### src/ehm_pkg.sv
// Notes on behaviour
// - each entry holds motor current at detection, unsigned 16 bits, 0.01 A rms steps
// - power-on cycle count is unsigned 32 bits, zero up to 4294967295
// - each entry holds a 16-bit qualifier whose meaning depends on the error code
// - each entry holds signed 16-bit device and power stage temperatures in degrees Celsius
// - detection time in seconds from operating hours, 32 bits, limited to 536870911
// - each entry holds DC bus voltage at detection, unsigned 16 bits, 0.1 V steps
// - each entry holds signed 32-bit motor velocity in user velocity units
// - each entry holds 16-bit count of power stage enables since control voltage applied
// - each entry holds seconds from last power stage enable until detection, 16 bits
// - writing 1 to pointer reset moves read pointer to the oldest entry at once
// - writing 1 to clear deletes all history entries, effective immediately
// - reading clear returns 0 once deletion finished; master polls until zero
// - each detected error produces a message identified by a unique error code
// - top hex digit of the code gives the error category
// - class 0 keeps movement and state, cleared by fault reset
// - class 1 quick-stops with stage enabled, cleared by fault reset
// - class 2 quick-stops then disables stage at standstill, cleared by fault reset
// - classes 3 and 4 disable stage at once; class 4 cleared only by power cycle
// - reading the error code copies the entry to a holding buffer, then advances pointer
// - history keeps ten most recent entries, oldest first, retained across power-off; count_reg resets, so the history reads empty after reset
// - error code 0 during read-out means no further entries; master stops there
package ehm_pkg;
  localparam int unsigned CLK_HZ = 50_000_000;
  localparam int unsigned SEC_S = 1;
  localparam int unsigned SEC_CYC = CLK_HZ * SEC_S;
  localparam logic [15:0] A_POWER_ON = 16'h3B04;
  localparam logic [15:0] A_CLEAR = 16'h3B08;
  localparam logic [15:0] A_PTR_RST = 16'h3B0A;
  localparam logic [15:0] A_CODE = 16'h3C02;
  localparam logic [15:0] A_CLASS = 16'h3C04;
  localparam logic [15:0] A_TIME = 16'h3C06;
  localparam logic [15:0] A_QUAL = 16'h3C08;
  localparam logic [15:0] A_EN_CNT = 16'h3C0A;
  localparam logic [15:0] A_EN_TIME = 16'h3C0C;
  localparam logic [15:0] A_DCBUS = 16'h3C0E;
  localparam logic [15:0] A_VEL = 16'h3C10;
  localparam logic [15:0] A_CURR = 16'h3C12;
  localparam logic [15:0] A_TEMP_PS = 16'h3C14;
  localparam logic [15:0] A_TEMP_DEV = 16'h3C16;
  localparam logic [3:0] HIST_DEPTH = 4'hA;
  localparam logic [3:0] CLEAR_CYC = 4'hA;
  localparam logic [31:0] TIME_MAX = 32'h1FFFFFFF;
  localparam logic [31:0] CMD_ON = 32'h00000001;
  localparam logic [31:0] CMD_MAX = 32'h00000001;
  localparam logic [15:0] SAT16 = 16'hFFFF;
  localparam logic [2:0] CLS_0 = 3'h0;
  localparam logic [2:0] CLS_1 = 3'h1;
  localparam logic [2:0] CLS_2 = 3'h2;
  localparam logic [2:0] CLS_3 = 3'h3;
  localparam logic [2:0] CLS_4 = 3'h4;
  typedef enum logic [3:0] {
    CAT_NONE = 4'h0, CAT_GENERAL = 4'h1, CAT_OVERCURRENT = 4'h2, CAT_VOLTAGE = 4'h3,
    CAT_TEMPERATURE = 4'h4, CAT_HARDWARE = 4'h5, CAT_SOFTWARE = 4'h6, CAT_WIRING = 4'h7,
    CAT_FIELDBUS = 4'h8, CAT_MOTION = 4'hA, CAT_COMM = 4'hB
  } ehm_cat_t;
  typedef enum logic [3:0] {
    RX_RUN = 4'h1, RX_QSTOP = 4'h2, RX_BRAKE = 4'h4, RX_OFF = 4'h8
  } ehm_rx_t;
  typedef struct packed {
    logic [15:0] code;
    logic [2:0] cls;
    logic [15:0] qual;
    logic [15:0] current;
    logic [15:0] dc_bus;
    logic signed [31:0] velocity;
    logic signed [15:0] temp_dev;
    logic signed [15:0] temp_ps;
  } ehm_snap_t;
  typedef struct packed {
    ehm_snap_t snap;
    logic [31:0] det_time;
    logic [15:0] en_count;
    logic [15:0] en_time;
  } ehm_entry_t;
endpackage

### src/ehm_history.sv
`timescale 1ns/10ps
`default_nettype none
module ehm_history #(
  parameter int unsigned SEC_CYCLES = ehm_pkg::SEC_CYC
) (
  // clock and reset
  input wire logic I_MCLK,
  input wire logic I_RSTN,
  // parameter access
  input wire logic I_PAR_RD,
  input wire logic I_PAR_WR,
  input wire logic [15:0] I_PAR_ADDR,
  input wire logic [31:0] I_PAR_WDATA,
  output logic O_PAR_ACK,
  output logic O_PAR_ERR,
  output logic [31:0] O_PAR_RDATA,
  // error detection and snapshot sources
  input wire logic I_ERR_DET,
  input wire ehm_pkg::ehm_snap_t I_ERR_SNAP,
  input wire logic [31:0] I_OP_SECONDS,
  input wire logic [31:0] I_PWRON_CNT_NV,
  // drive state
  input wire logic I_STAGE_ENABLED,
  input wire logic I_STANDSTILL,
  input wire logic I_FAULT_RESET,
  // error message
  output logic O_ERR_MSG_VALID,
  output logic [15:0] O_ERR_MSG_CODE,
  output ehm_pkg::ehm_cat_t O_ERR_CATEGORY,
  output logic [3:0] O_HIST_COUNT,
  // error reaction
  output logic O_QUICK_STOP,
  output logic O_STAGE_DISABLE,
  output logic O_TRANS_QUICK_STOP,
  output logic O_TRANS_FAULT_REACTION,
  output logic O_TRANS_FAULT_STATE,
  output logic O_WARNING,
  output logic O_FAULT
);
  function automatic logic [3:0] wrap_add(input logic [3:0] base, input logic [3:0] off);
    logic [4:0] sum;
    sum = {1'b0, base} + {1'b0, off};
    if (sum >= {1'b0, ehm_pkg::HIST_DEPTH}) begin
      sum = sum - {1'b0, ehm_pkg::HIST_DEPTH};
    end
    return sum[3:0];
  endfunction

  function automatic logic [15:0] sat_inc16(input logic [15:0] v);
    return (v == ehm_pkg::SAT16) ? v : v + 16'h0001;
  endfunction

  function automatic ehm_pkg::ehm_cat_t cat_of(input logic [15:0] code);
    ehm_pkg::ehm_cat_t c;
    c = ehm_pkg::CAT_NONE;
    if (code[15:12] != 4'h0 && code[15:12] != 4'h9 && code[15:12] <= 4'hB) begin
      c = ehm_pkg::ehm_cat_t'(code[15:12]);
    end
    return c;
  endfunction

  logic [31:0] sec_cnt_reg;
  logic sec_tick_reg;
  logic stage_prev_reg;
  logic [15:0] en_count_reg;
  logic [15:0] en_time_reg;
  logic cap_done_reg;
  logic [31:0] power_on_reg;
  logic [3:0] head_reg;
  logic [3:0] count_reg;
  logic [3:0] rd_ptr_reg;
  logic [3:0] clr_busy_reg;
  ehm_pkg::ehm_entry_t hold_reg;
  logic ack_reg;
  logic err_reg;
  logic [31:0] rdata_reg;
  logic msg_valid_reg;
  logic [15:0] msg_code_reg;
  ehm_pkg::ehm_cat_t category_reg;

  logic log_evt;
  logic stage_rise;
  logic full;
  logic entry_avail;
  logic [3:0] wr_idx;
  logic [3:0] rd_idx;
  logic [15:0] log_code;
  logic [31:0] det_time;
  ehm_pkg::ehm_entry_t wr_entry;
  ehm_pkg::ehm_entry_t rd_entry;
  logic dec_hit;
  logic [31:0] dec_rdata;
  logic clr_cmd;
  logic ptr_cmd;
  logic code_rd;

  assign log_evt = I_ERR_DET;
  assign log_code = I_ERR_SNAP.code;
  assign stage_rise = I_STAGE_ENABLED && !stage_prev_reg;
  assign full = count_reg == ehm_pkg::HIST_DEPTH;
  assign entry_avail = rd_ptr_reg < count_reg;
  assign rd_idx = wrap_add(head_reg, rd_ptr_reg);
  assign det_time = (I_OP_SECONDS > ehm_pkg::TIME_MAX) ? ehm_pkg::TIME_MAX : I_OP_SECONDS;

  // full history reuses the oldest slot, clear restarts at slot 0
  always_comb begin
    if (clr_cmd) begin
      wr_idx = 4'h0;
    end else if (full) begin
      wr_idx = head_reg;
    end else begin
      wr_idx = wrap_add(head_reg, count_reg);
    end
  end

  always_comb begin
    wr_entry.snap = I_ERR_SNAP;
    wr_entry.det_time = det_time;
    wr_entry.en_count = en_count_reg;
    wr_entry.en_time = en_time_reg;
  end

  ehm_store u_store (
    .i_clk(I_MCLK),
    .i_wr(log_evt),
    .i_wr_idx(wr_idx),
    .i_wr_data(wr_entry),
    .i_rd_idx(rd_idx),
    .o_rd_data(rd_entry)
  );

  ehm_reaction u_reaction (
    .i_clk(I_MCLK),
    .i_rst_n(I_RSTN),
    .i_log(log_evt),
    .i_cls(I_ERR_SNAP.cls),
    .i_fault_reset(I_FAULT_RESET),
    .i_standstill(I_STANDSTILL),
    .o_quick_stop(O_QUICK_STOP),
    .o_stage_off(O_STAGE_DISABLE),
    .o_t_qs(O_TRANS_QUICK_STOP),
    .o_t_fr(O_TRANS_FAULT_REACTION),
    .o_t_fs(O_TRANS_FAULT_STATE),
    .o_warning(O_WARNING),
    .o_fault(O_FAULT)
  );

  // one-second tick
  always_ff @(posedge I_MCLK) begin
    if (!I_RSTN) begin
      sec_cnt_reg <= '0;
      sec_tick_reg <= 1'b0;
    end else if (sec_cnt_reg == 32'(SEC_CYCLES - 1)) begin
      sec_cnt_reg <= '0;
      sec_tick_reg <= 1'b1;
    end else begin
      sec_cnt_reg <= sec_cnt_reg + 32'h00000001;
      sec_tick_reg <= 1'b0;
    end
  end

  // power stage enable count and time since last enable
  always_ff @(posedge I_MCLK) begin
    if (!I_RSTN) begin
      stage_prev_reg <= 1'b0;
      en_count_reg <= '0;
      en_time_reg <= '0;
    end else begin
      stage_prev_reg <= I_STAGE_ENABLED;
      if (stage_rise) begin
        en_count_reg <= sat_inc16(en_count_reg);
        en_time_reg <= '0;
      end else if (sec_tick_reg) begin
        en_time_reg <= sat_inc16(en_time_reg);
      end
    end
  end

  // power-on count caught in the first cycle after reset release
  always_ff @(posedge I_MCLK) begin
    if (!I_RSTN) begin
      cap_done_reg <= 1'b0;
      power_on_reg <= '0;
    end else if (!cap_done_reg) begin
      cap_done_reg <= 1'b1;
      power_on_reg <= I_PWRON_CNT_NV;
    end
  end

  // parameter decode; a write takes precedence over a read
  always_comb begin
    dec_hit = 1'b1;
    dec_rdata = '0;
    clr_cmd = 1'b0;
    ptr_cmd = 1'b0;
    code_rd = 1'b0;
    if (I_PAR_WR) begin
      if (I_PAR_ADDR == ehm_pkg::A_CLEAR && I_PAR_WDATA <= ehm_pkg::CMD_MAX) begin
        clr_cmd = I_PAR_WDATA == ehm_pkg::CMD_ON;
      end else if (I_PAR_ADDR == ehm_pkg::A_PTR_RST && I_PAR_WDATA <= ehm_pkg::CMD_MAX) begin
        ptr_cmd = I_PAR_WDATA == ehm_pkg::CMD_ON;
      end else begin
        dec_hit = 1'b0;
      end
    end else if (I_PAR_RD) begin
      if (I_PAR_ADDR == ehm_pkg::A_CODE) begin
        code_rd = 1'b1;
        if (entry_avail) begin
          dec_rdata = {16'h0000, rd_entry.snap.code};
        end
      end else if (I_PAR_ADDR == ehm_pkg::A_CLASS) begin
        dec_rdata = {29'h00000000, hold_reg.snap.cls};
      end else if (I_PAR_ADDR == ehm_pkg::A_POWER_ON) begin
        dec_rdata = power_on_reg;
      end else if (I_PAR_ADDR == ehm_pkg::A_CLEAR) begin
        dec_rdata = {31'h00000000, clr_busy_reg != 4'h0};
      end else if (I_PAR_ADDR == ehm_pkg::A_PTR_RST) begin
        dec_rdata = '0;
      end else if (I_PAR_ADDR == ehm_pkg::A_TIME) begin
        dec_rdata = hold_reg.det_time;
      end else if (I_PAR_ADDR == ehm_pkg::A_QUAL) begin
        dec_rdata = {16'h0000, hold_reg.snap.qual};
      end else if (I_PAR_ADDR == ehm_pkg::A_EN_CNT) begin
        dec_rdata = {16'h0000, hold_reg.en_count};
      end else if (I_PAR_ADDR == ehm_pkg::A_EN_TIME) begin
        dec_rdata = {16'h0000, hold_reg.en_time};
      end else if (I_PAR_ADDR == ehm_pkg::A_DCBUS) begin
        dec_rdata = {16'h0000, hold_reg.snap.dc_bus};
      end else if (I_PAR_ADDR == ehm_pkg::A_VEL) begin
        dec_rdata = hold_reg.snap.velocity;
      end else if (I_PAR_ADDR == ehm_pkg::A_CURR) begin
        dec_rdata = {16'h0000, hold_reg.snap.current};
      end else if (I_PAR_ADDR == ehm_pkg::A_TEMP_PS) begin
        dec_rdata = {16'h0000, hold_reg.snap.temp_ps};
      end else if (I_PAR_ADDR == ehm_pkg::A_TEMP_DEV) begin
        dec_rdata = {16'h0000, hold_reg.snap.temp_dev};
      end else begin
        dec_hit = 1'b0;
      end
    end
  end

  // access answer one cycle after the request
  always_ff @(posedge I_MCLK) begin
    if (!I_RSTN) begin
      ack_reg <= 1'b0;
      err_reg <= 1'b0;
      rdata_reg <= '0;
    end else begin
      ack_reg <= I_PAR_RD || I_PAR_WR;
      err_reg <= (I_PAR_RD || I_PAR_WR) && !dec_hit;
      rdata_reg <= dec_rdata;
    end
  end

  // ring occupancy; a logged error in the clear cycle survives
  always_ff @(posedge I_MCLK) begin
    if (!I_RSTN) begin
      head_reg <= '0;
      count_reg <= '0;
    end else if (clr_cmd) begin
      head_reg <= '0;
      count_reg <= log_evt ? 4'h1 : 4'h0;
    end else if (log_evt) begin
      if (full) begin
        head_reg <= wrap_add(head_reg, 4'h1);
      end else begin
        count_reg <= count_reg + 4'h1;
      end
    end
  end

  // deletion status seen by the master
  always_ff @(posedge I_MCLK) begin
    if (!I_RSTN) begin
      clr_busy_reg <= '0;
    end else if (clr_cmd) begin
      clr_busy_reg <= ehm_pkg::CLEAR_CYC;
    end else if (clr_busy_reg != 4'h0) begin
      clr_busy_reg <= clr_busy_reg - 4'h1;
    end
  end

  // sequential read pointer and holding buffer
  always_ff @(posedge I_MCLK) begin
    if (!I_RSTN) begin
      rd_ptr_reg <= '0;
      hold_reg <= '0;
    end else if (clr_cmd || ptr_cmd) begin
      rd_ptr_reg <= '0;
      if (clr_cmd) begin
        hold_reg <= '0;
      end
    end else if (code_rd) begin
      if (entry_avail) begin
        hold_reg <= rd_entry;
        rd_ptr_reg <= rd_ptr_reg + 4'h1;
      end else begin
        hold_reg <= '0;
      end
    end
  end

  // error message
  always_ff @(posedge I_MCLK) begin
    if (!I_RSTN) begin
      msg_valid_reg <= 1'b0;
      msg_code_reg <= '0;
      category_reg <= ehm_pkg::CAT_NONE;
    end else begin
      msg_valid_reg <= log_evt;
      if (log_evt) begin
        msg_code_reg <= log_code;
        category_reg <= cat_of(log_code);
      end
    end
  end

  assign O_PAR_ACK = ack_reg;
  assign O_PAR_ERR = err_reg;
  assign O_PAR_RDATA = rdata_reg;
  assign O_ERR_MSG_VALID = msg_valid_reg;
  assign O_ERR_MSG_CODE = msg_code_reg;
  assign O_ERR_CATEGORY = category_reg;
  assign O_HIST_COUNT = count_reg;
endmodule
`default_nettype wire

### src/ehm_reaction.sv
`timescale 1ns/10ps
`default_nettype none
module ehm_reaction (
  // clock and reset
  input wire logic i_clk,
  input wire logic i_rst_n,
  // error events
  input wire logic i_log,
  input wire logic [2:0] i_cls,
  input wire logic i_fault_reset,
  input wire logic i_standstill,
  // reaction
  output logic o_quick_stop,
  output logic o_stage_off,
  output logic o_t_qs,
  output logic o_t_fr,
  output logic o_t_fs,
  output logic o_warning,
  output logic o_fault
);
  ehm_pkg::ehm_rx_t state_reg, state_next;
  logic hard_reg;
  logic t_qs_next, t_fr_next, t_fs_next;

  always_comb begin
    state_next = state_reg;
    t_qs_next = 1'b0;
    t_fr_next = 1'b0;
    t_fs_next = 1'b0;
    if (i_log && (i_cls == ehm_pkg::CLS_3 || i_cls == ehm_pkg::CLS_4) && state_reg != ehm_pkg::RX_OFF) begin
      state_next = ehm_pkg::RX_OFF;
      t_fr_next = 1'b1;
      t_fs_next = 1'b1;
    end else if (i_log && i_cls == ehm_pkg::CLS_2 && (state_reg == ehm_pkg::RX_RUN || state_reg == ehm_pkg::RX_QSTOP)) begin
      state_next = ehm_pkg::RX_BRAKE;
      t_fr_next = 1'b1;
    end else begin
      case (state_reg)
        ehm_pkg::RX_RUN: begin
          if (i_log && i_cls == ehm_pkg::CLS_1) begin
            state_next = ehm_pkg::RX_QSTOP;
            t_qs_next = 1'b1;
          end
        end
        ehm_pkg::RX_QSTOP: begin
          if (i_fault_reset) begin
            state_next = ehm_pkg::RX_RUN;
          end
        end
        ehm_pkg::RX_BRAKE: begin
          if (i_standstill) begin
            state_next = ehm_pkg::RX_OFF;
            t_fs_next = 1'b1;
          end
        end
        ehm_pkg::RX_OFF: begin
          if (i_fault_reset && !hard_reg) begin
            state_next = ehm_pkg::RX_RUN;
          end
        end
        default: state_next = ehm_pkg::RX_RUN;
      endcase
    end
  end

  always_ff @(posedge i_clk) begin
    if (!i_rst_n) begin
      state_reg <= ehm_pkg::RX_RUN;
      o_quick_stop <= 1'b0;
      o_stage_off <= 1'b0;
      o_t_qs <= 1'b0;
      o_t_fr <= 1'b0;
      o_t_fs <= 1'b0;
      o_fault <= 1'b0;
    end else begin
      state_reg <= state_next;
      o_quick_stop <= state_next == ehm_pkg::RX_QSTOP || state_next == ehm_pkg::RX_BRAKE;
      o_stage_off <= state_next == ehm_pkg::RX_OFF;
      o_t_qs <= t_qs_next;
      o_t_fr <= t_fr_next;
      o_t_fs <= t_fs_next;
      o_fault <= state_next != ehm_pkg::RX_RUN;
    end
  end

  // class 4 latch survives fault reset, only reset (power cycle) clears it
  always_ff @(posedge i_clk) begin
    if (!i_rst_n) begin
      hard_reg <= 1'b0;
    end else if (i_log && i_cls == ehm_pkg::CLS_4) begin
      hard_reg <= 1'b1;
    end
  end

  // class 0 only flags, set wins over fault reset
  always_ff @(posedge i_clk) begin
    if (!i_rst_n) begin
      o_warning <= 1'b0;
    end else if (i_log && i_cls == ehm_pkg::CLS_0) begin
      o_warning <= 1'b1;
    end else if (i_fault_reset) begin
      o_warning <= 1'b0;
    end
  end
endmodule
`default_nettype wire

### src/ehm_store.sv
`timescale 1ns/10ps
`default_nettype none
module ehm_store (
  // clock
  input wire logic i_clk,
  // write port
  input wire logic i_wr,
  input wire logic [3:0] i_wr_idx,
  input wire ehm_pkg::ehm_entry_t i_wr_data,
  // read port
  input wire logic [3:0] i_rd_idx,
  output ehm_pkg::ehm_entry_t o_rd_data
);
  // no reset: contents belong to the retained domain
  ehm_pkg::ehm_entry_t mem [ehm_pkg::HIST_DEPTH];

  always_ff @(posedge i_clk) begin
    if (i_wr) begin
      mem[i_wr_idx] <= i_wr_data;
    end
  end

  assign o_rd_data = mem[i_rd_idx];
endmodule
`default_nettype wire
### config.mk
export PLATFORM = sky130hd
export DESIGN_NAME = ehm_history
export DESIGN_NICKNAME = d
export VERILOG_FILES = /design/src/ehm_pkg.sv /design/src/ehm_history.sv /design/src/ehm_reaction.sv /design/src/ehm_store.sv
export SDC_FILE = /design/constraint.sdc
export NUM_CORES = 2
export LEC_CHECK = 0
export ABC_AREA = 0
export BUFFER_PORTS_ARGS = -buffer_cell sky130_fd_sc_hd__buf_2
export CORE_ASPECT_RATIO = 0.7
export CORE_MARGIN = 10
export CORE_UTILIZATION = 50
export DETAILED_ROUTE_END_ITERATION = 7
export GPL_TIMING_DRIVEN = 0
export PLACE_DENSITY = 0.67
export SKIP_CTS_REPAIR_TIMING = 1
export SLEW_MARGIN = 20
export SYNTH_ARGS = -nofsm -noshare
export SYNTH_HDL_FRONTEND = slang
export SYNTH_SLANG_ARGS = --single-unit
### constraint.sdc
create_clock -name I_MCLK -period 30.8 [get_ports I_MCLK]
set_input_delay 3.08 -clock I_MCLK [delete_from_list [all_inputs] [get_ports I_MCLK]]
set_output_delay 3.08 -clock I_MCLK [all_outputs]
set_load 0.01 [all_outputs]
* After elaboration in Yosys (flattened, before gate mapping)
Memories as Yosys holds them, arrays and structs flattened.
Cells that the tools add are included.
** Word-level totals
- Output and inout bits :: 66
- Word-level logic and storage cells :: 216
- ROM bits :: 0
- Memories kept :: 1
- Flip-flop bits (word level) :: 361
- Bits in latches :: 0
- Bits in writable memories :: 1950
** Operators by class
- Reductions and logical operators :: 41
- Divide/modulo/power cells :: 0
- $add $sub $neg :: 12
- Multiplexer cells :: 78
- Multiply operators :: 0
- Equality and inequality tests :: 35
- Shifts and indexed selects :: 0
- Bitwise operators :: 5
- $lt $le $gt $ge :: 7
** Memories
- u_store.mem :: words 10, bits a word 195, rd ports 1, clocked after memory_dff 0, write ports 1, RTL line ehm_store.sv:15 : ehm_pkg::ehm_entry_t mem [ehm_pkg::HIST_DEPTH];
** Operators with widths (count)
- 2-to-1 mux 179 bit :: 4
- 2-to-1 mux 32 bit :: 12
- == test 16 x 14 -> 1 bit (second input constant) :: 14
- 2-to-1 mux 4 bit :: 17
- 2-to-1 mux 16 bit :: 4
- 2-to-1 mux 1 bit :: 40
- adder 16 x 1 -> 16 bit (second input constant) :: 2
- adder 32 x 1 -> 32 bit (second input constant) :: 1
- == test 16 bit (second input constant) :: 2
- == test 32 x 1 -> 1 bit (second input constant) :: 1
- == test 32 x 26 -> 1 bit (second input constant) :: 1
- greater-than comparator 32 x 29 -> 1 bit (second input constant) :: 1
- less-or-equal comparator 32 x 1 -> 1 bit (second input constant) :: 1
- case mux 4 bit (4 select lines) :: 1
- >= comparator 5 x 4 -> 1 bit (second input constant) :: 3
- logical AND 1 bit :: 14
- == test 4 bit (second input constant) :: 3
- AND reduction 2 bit :: 6
- subtractor 4 bit (second input constant) :: 3
- adder 4 x 4 -> 5 bit :: 2
- adder 4 x 1 -> 4 bit (second input constant) :: 2
- == test 4 x 2 -> 1 bit (second input constant) :: 2
- == test 4 x 3 -> 1 bit (second input constant) :: 2
- inequality test 4 bit (second input constant) :: 2
- 20 further kinds :: 38

* Depth between registers and ports, before layout
- Depth after elaboration :: 19
- Depth in mapped cells :: 14
- Gate-level depth less buffers :: 12

* By module
From an unflattened synthesis, not the netlist that was laid out.
** Unflattened totals
- Cell total of the unflattened synthesis :: 5863
- Area, all modules :: 92198.4 µm²
** Modules (own cells, without submodules)
- ehm_store :: seq. area each 58556.2 µm², instances 1, cells each 3963, area an instance 76352.0 µm²
- ehm_history :: seq. area each 6986.7 µm², instances 1, cells each 1832, area an instance 15205.8 µm²
- ehm_reaction :: seq. area each 240.2 µm², instances 1, cells each 68, area an instance 640.6 µm²

* Worst setup path after synthesis
Ideal clock, no wire load.
- Path kind :: input to register
- From :: input port I_PAR_ADDR[3]
- To :: memory u_store.mem[6][0] in the netlist's numbering (enable)
- Library setup time :: 1295 ps
- Data arrival time :: 24056 ps
- Buffers on the path :: 1
- Data required time :: 29505 ps
- Slack :: 5449 ps
- Cell stages on the path :: 6
- Cells stage by stage :: clkbuf_1 -> nor3b_1 -> or3b_1 -> nor2_1 -> or4_1 -> nor4b_1
** On the way
- Cells in the longest elaborated chain, start to end :: 5
** Ends and longest elaborated chain
- start, declared :: RTL line ehm_history.sv:12 : input wire logic [15:0] I_PAR_ADDR,
- == test 16 x 14 -> 1 bit :: RTL line ehm_history.sv:198 : if (I_PAR_ADDR == ehm_pkg::A_CLEAR && I_PAR_WDATA <= ehm_pkg::CMD_MAX) begin
- logical AND 1 bit :: RTL line ehm_history.sv:198
- 2-to-1 mux 1 bit :: RTL line ehm_history.sv:198
- 2-to-1 mux 1 bit :: RTL line ehm_history.sv:197 : if (I_PAR_WR) begin
- 2-to-1 mux 4 bit :: RTL line ehm_history.sv:107 : if (clr_cmd) begin
- end, declared :: RTL line ehm_store.sv:15
No other way between the ends.

* Worst setup path after layout
- From :: input port I_PAR_ADDR[3]
- To :: memory u_store.mem[7][81] in the netlist's numbering (enable)
Same word-level chain as after synthesis.

==> results.sh <==
export IMPL_fin_crit_sh_pct=26.5
export IMPL_switching_share_pct=20.2
export IMPL_nFillCells=12628
export IMPL_synthFlopType="edfxtp_1"
export IMPL_grt_pass1_vias=47281
export IMPL_drive_gt1_share_pct=24.2
export IMPL_syn_cell_area_sq_um=86800
export IMPL_crit_slowest_cell="nor2_1"
export IMPL_num_vias=48639
export IMPL_final_nets=5684
export IMPL_core_area_sq_um=172000
export IMPL_grt_use_total_pct=24.6
export IMPL_finalWirelength_um=241000
export IMPL_clk_insertion_delay_late_ns=0.85
export IMPL_dp_cells=7521
export IMPL_p_leak_nw=33.1
export IMPL_period_minus_slack_ns=8.18
export IMPL_tightestPinTransition_ns=1.23
export IMPL_cts_sinks=2311
export IMPL_timing_setup_tns_ns=0
export IMPL_synth_compound_area_share_pct=4.97
export IMPL_antenna_found_initial=55
export IMPL_crit_type="in2reg"
export IMPL_async_reset_ff_share_pct=0
export IMPL_synth_seq_cells=2311
export IMPL_synth_simple_area_share_pct=3.88
export IMPL_place_hpwl_um=168000
export IMPL_yosys_area_share_adder_pct=0.363
export IMPL_power_frac_clock_pct=42.9
export IMPL_area_growth_pct=16.7
export IMPL_cts_max_path_buffers=3
export IMPL_start_util_pct=50.5
export IMPL_synth_cell_types=79
export IMPL_end_kind="flop"
export IMPL_slowest_delay_ns=0.87
export IMPL_io_pin_count=317
export IMPL_intPower_mw=5.05
export IMPL_ant_nets=0
export IMPL_p_sw_mw=1.28
export IMPL_synth_area_mux_share_pct=13.1
export IMPL_avgRoutedWirePerCell_um=30.4
export IMPL_clk_pin_slew_ns=0.06
export IMPL_cts_tree="done"
export IMPL_rsz0062_at_grt="false"
export IMPL_crit_path_cell_trace="buf_2, clkbuf_1, nor3b_1, or3b_1, nor2_1, or4_1, nor4_2, buf_4, buf_4, buf_4, buf_2, buf_4, buf_4, buf_4, buf_2, buf_2, buf_2, buf_4, buf_2, buf_2"
export IMPL_yosysWarningCount=0
export IMPL_synth_top_family_by_area="multiplexers"
export IMPL_min_path_type="reg2reg"
export IMPL_finalHoldViolations=0
export IMPL_cp_required_ns=31.39
export IMPL_final_cells=7919
export IMPL_seq_power_share_pct=54.4
export IMPL_htreeDepth=4
export IMPL_vias_per_cell=6.14
export IMPL_finalSetupViolCount=0
export IMPL_synth_edf_count=1950
export IMPL_ir_drop_uv=51.3
export IMPL_cts_root_buf="clkbuf_16"
export IMPL_status="finished with violations"
export IMPL_die_y_um=369
export IMPL_dieArea_sq_um=191000
export IMPL_synth_seq_area_share_pct=75.7
export IMPL_slew_violations=0
export IMPL_largest_reg_flops=1950
export IMPL_synthCells=4655
export IMPL_p_per_area_nw_per_um2=62.4
export IMPL_relSlewSlack_pct=17.9
export IMPL_num_rows=127
export IMPL_numPortBuffers=315
export IMPL_drv_cap=0
export IMPL_finClkSkew_ns=0.0326
export IMPL_worst_path_max_fanout=10
export IMPL_fp_dieW_um=518
export IMPL_critPathArrivalTime_ns=8.76
export IMPL_worst_path_buf_inv=15
export IMPL_overflow=0
export IMPL_violations="design-rule violations"
export IMPL_drtIter0Drc=6578
export IMPL_startpoint_type="input port"
export IMPL_grt_max_degree=37
export IMPL_p_comb_share_pct=2.7
export IMPL_place_congestion=0.949
export IMPL_avgSynthCellArea_sq_um=18.7
export IMPL_fmax_ghz=0.122
export IMPL_grt_pass1_wl_um=345000
export IMPL_numCtsBuffers=206
export IMPL_synth_xor_area_share_pct=0.696
export IMPL_first_pass_iters=8
export IMPL_drc_errors=2
export IMPL_crit_family="buffers and inverters"
[stage by stage]
step	worst slack [ns]	instance area (sq um)	total power [mW]	hold WS (ns)	utilization (%)
2_1_floorplan	5.45	87000	3.59	0.421	-
3_3_place_gp	-18.60	91400	3.69	0.442	53.2
3_5_place_dp	21.90	94100	3.68	0.445	54.8
4_1_cts	22.77	101000	6.35	0.460	58.9
5_1_grt	22.59	101000	6.50	0.485	59.0
6_report	22.62	101000	6.33	0.463	59.0
[synth_stat cells, drive strengths merged (9+ instances only)]
master  count  area (sq um)
a21oi     111           556
a221o     137          1370
a222oi     28           280
a22oi      70           526
a31oi       9          56.3
and2       11          68.8
and3       18           113
and4       11          96.3
buf        75           372
clkbuf    172           646
dfxtp     361          7230
edfxtp   1950         58600
ha         22           275
inv        19          71.3
mux2       11           124
mux2i     248          2480
mux4      389          8760
nand2     269          1010
nand2b     35           219
nand3      43           220
nand4      23           144
nor2      232           871
nor3       20           111
nor4       15          93.8
o21ai     169           850
o221ai     19           166
or3        14          92.6
xnor2      26           228
xor2       43           377
[layout by cell type, fill, tap and decap left out, drive strengths merged, types with 8 or more instances in the layout]
| cell type | count |
|---|---|
| and3 | 18 |
| edfxtp | 1950 |
| nand3 | 43 |
| mux2 | 11 |
| a222oi | 28 |
| nor2b | 8 |
| bufinv | 34 |
| xnor2 | 26 |
| or3 | 14 |
| nor2 | 232 |
| clkinv | 81 |
| mux4 | 389 |
| a21oi | 111 |
| clkbuf | 426 |
| conb | 30 |
| buf | 590 |
| nor4 | 15 |
| ha | 22 |
| a22oi | 70 |
| dfxtp | 361 |
| xor2 | 43 |
| inv | 30 |
| o221ai | 19 |
| clkinvlp | 11 |
| nand2b | 35 |
| a221o | 137 |
| o211ai | 8 |
| a31oi | 9 |
| and2 | 11 |
| nor3 | 20 |
| and4 | 11 |
| a21o | 8 |
| nand4 | 23 |
| o21ai | 169 |
| mux2i | 248 |
| nand2 | 269 |
| diode | 8 |
[area by class of cell]
cell class	instances	area (sq um)	area share, %
Antenna cell	8	20.0	0.0197
Buffer	247	1070	1.05
Clock buffer	252	5540	5.46
Clock inverter	136	1600	1.58
Inverter	20	75.1	0.0741
Multi-Input combinational cell	2106	20200	19.9
Sequential cell	2311	65800	64.9
Tap cell	2322	2910	2.87
Timing Repair Buffer	517	4180	4.12
[path summary, 6_finish.rpt]
kind,from,cells after the start,to,slack (ns)
worst max-delay path,I_PAR_ADDR[3],20,u_store.mem[7][81],22.62
worst min-delay path,hold_reg[54],2,hold_reg[54],0.46
worst max register to register,head_reg[0],23,u_store.mem[7][81],23.88
worst min register to register,hold_reg[54],2,hold_reg[54],0.46
[logic make-up (layout without fill, tap and decap cells)]
family	count (synthesis)	count (layout)
compound gates	602	602
xor+xnor	69	69
fa+ha+maj	24	24
buf+inv	267	1172
flops	2311	2311
mux	648	648
other cells	1	38
simple gates	733	733
[power groups by stage]
stage,logic [mW],clock network (mW),registers [mW]
after floorplan,0.0637,0,3.53
after global placement,0.143,0,3.55
after detailed placement,0.168,0,3.51
after CTS,0.168,2.74,3.44
after global routing,0.179,2.87,3.45
final,0.168,2.72,3.44
[per-layer routing]
metal | share of wire [%] | track usage [%] | vias to the layer above
li1 | - | - | 20369
met1 | 40 | 35.4 | 25137
met2 | 45 | 36.7 | 2592
met3 | 11 | 6.37 | 491
met4 | 3.7 | 8.59 | 50
met5 | 0.17 | 0.325 | -
[worst min-delay path, cell delays in order (launching register included)]
cell,delay [ns]
dfxtp_1,0.33
a21oi_1,0.06
nand2_1,0.05
(Power assumes the default switching activity.)
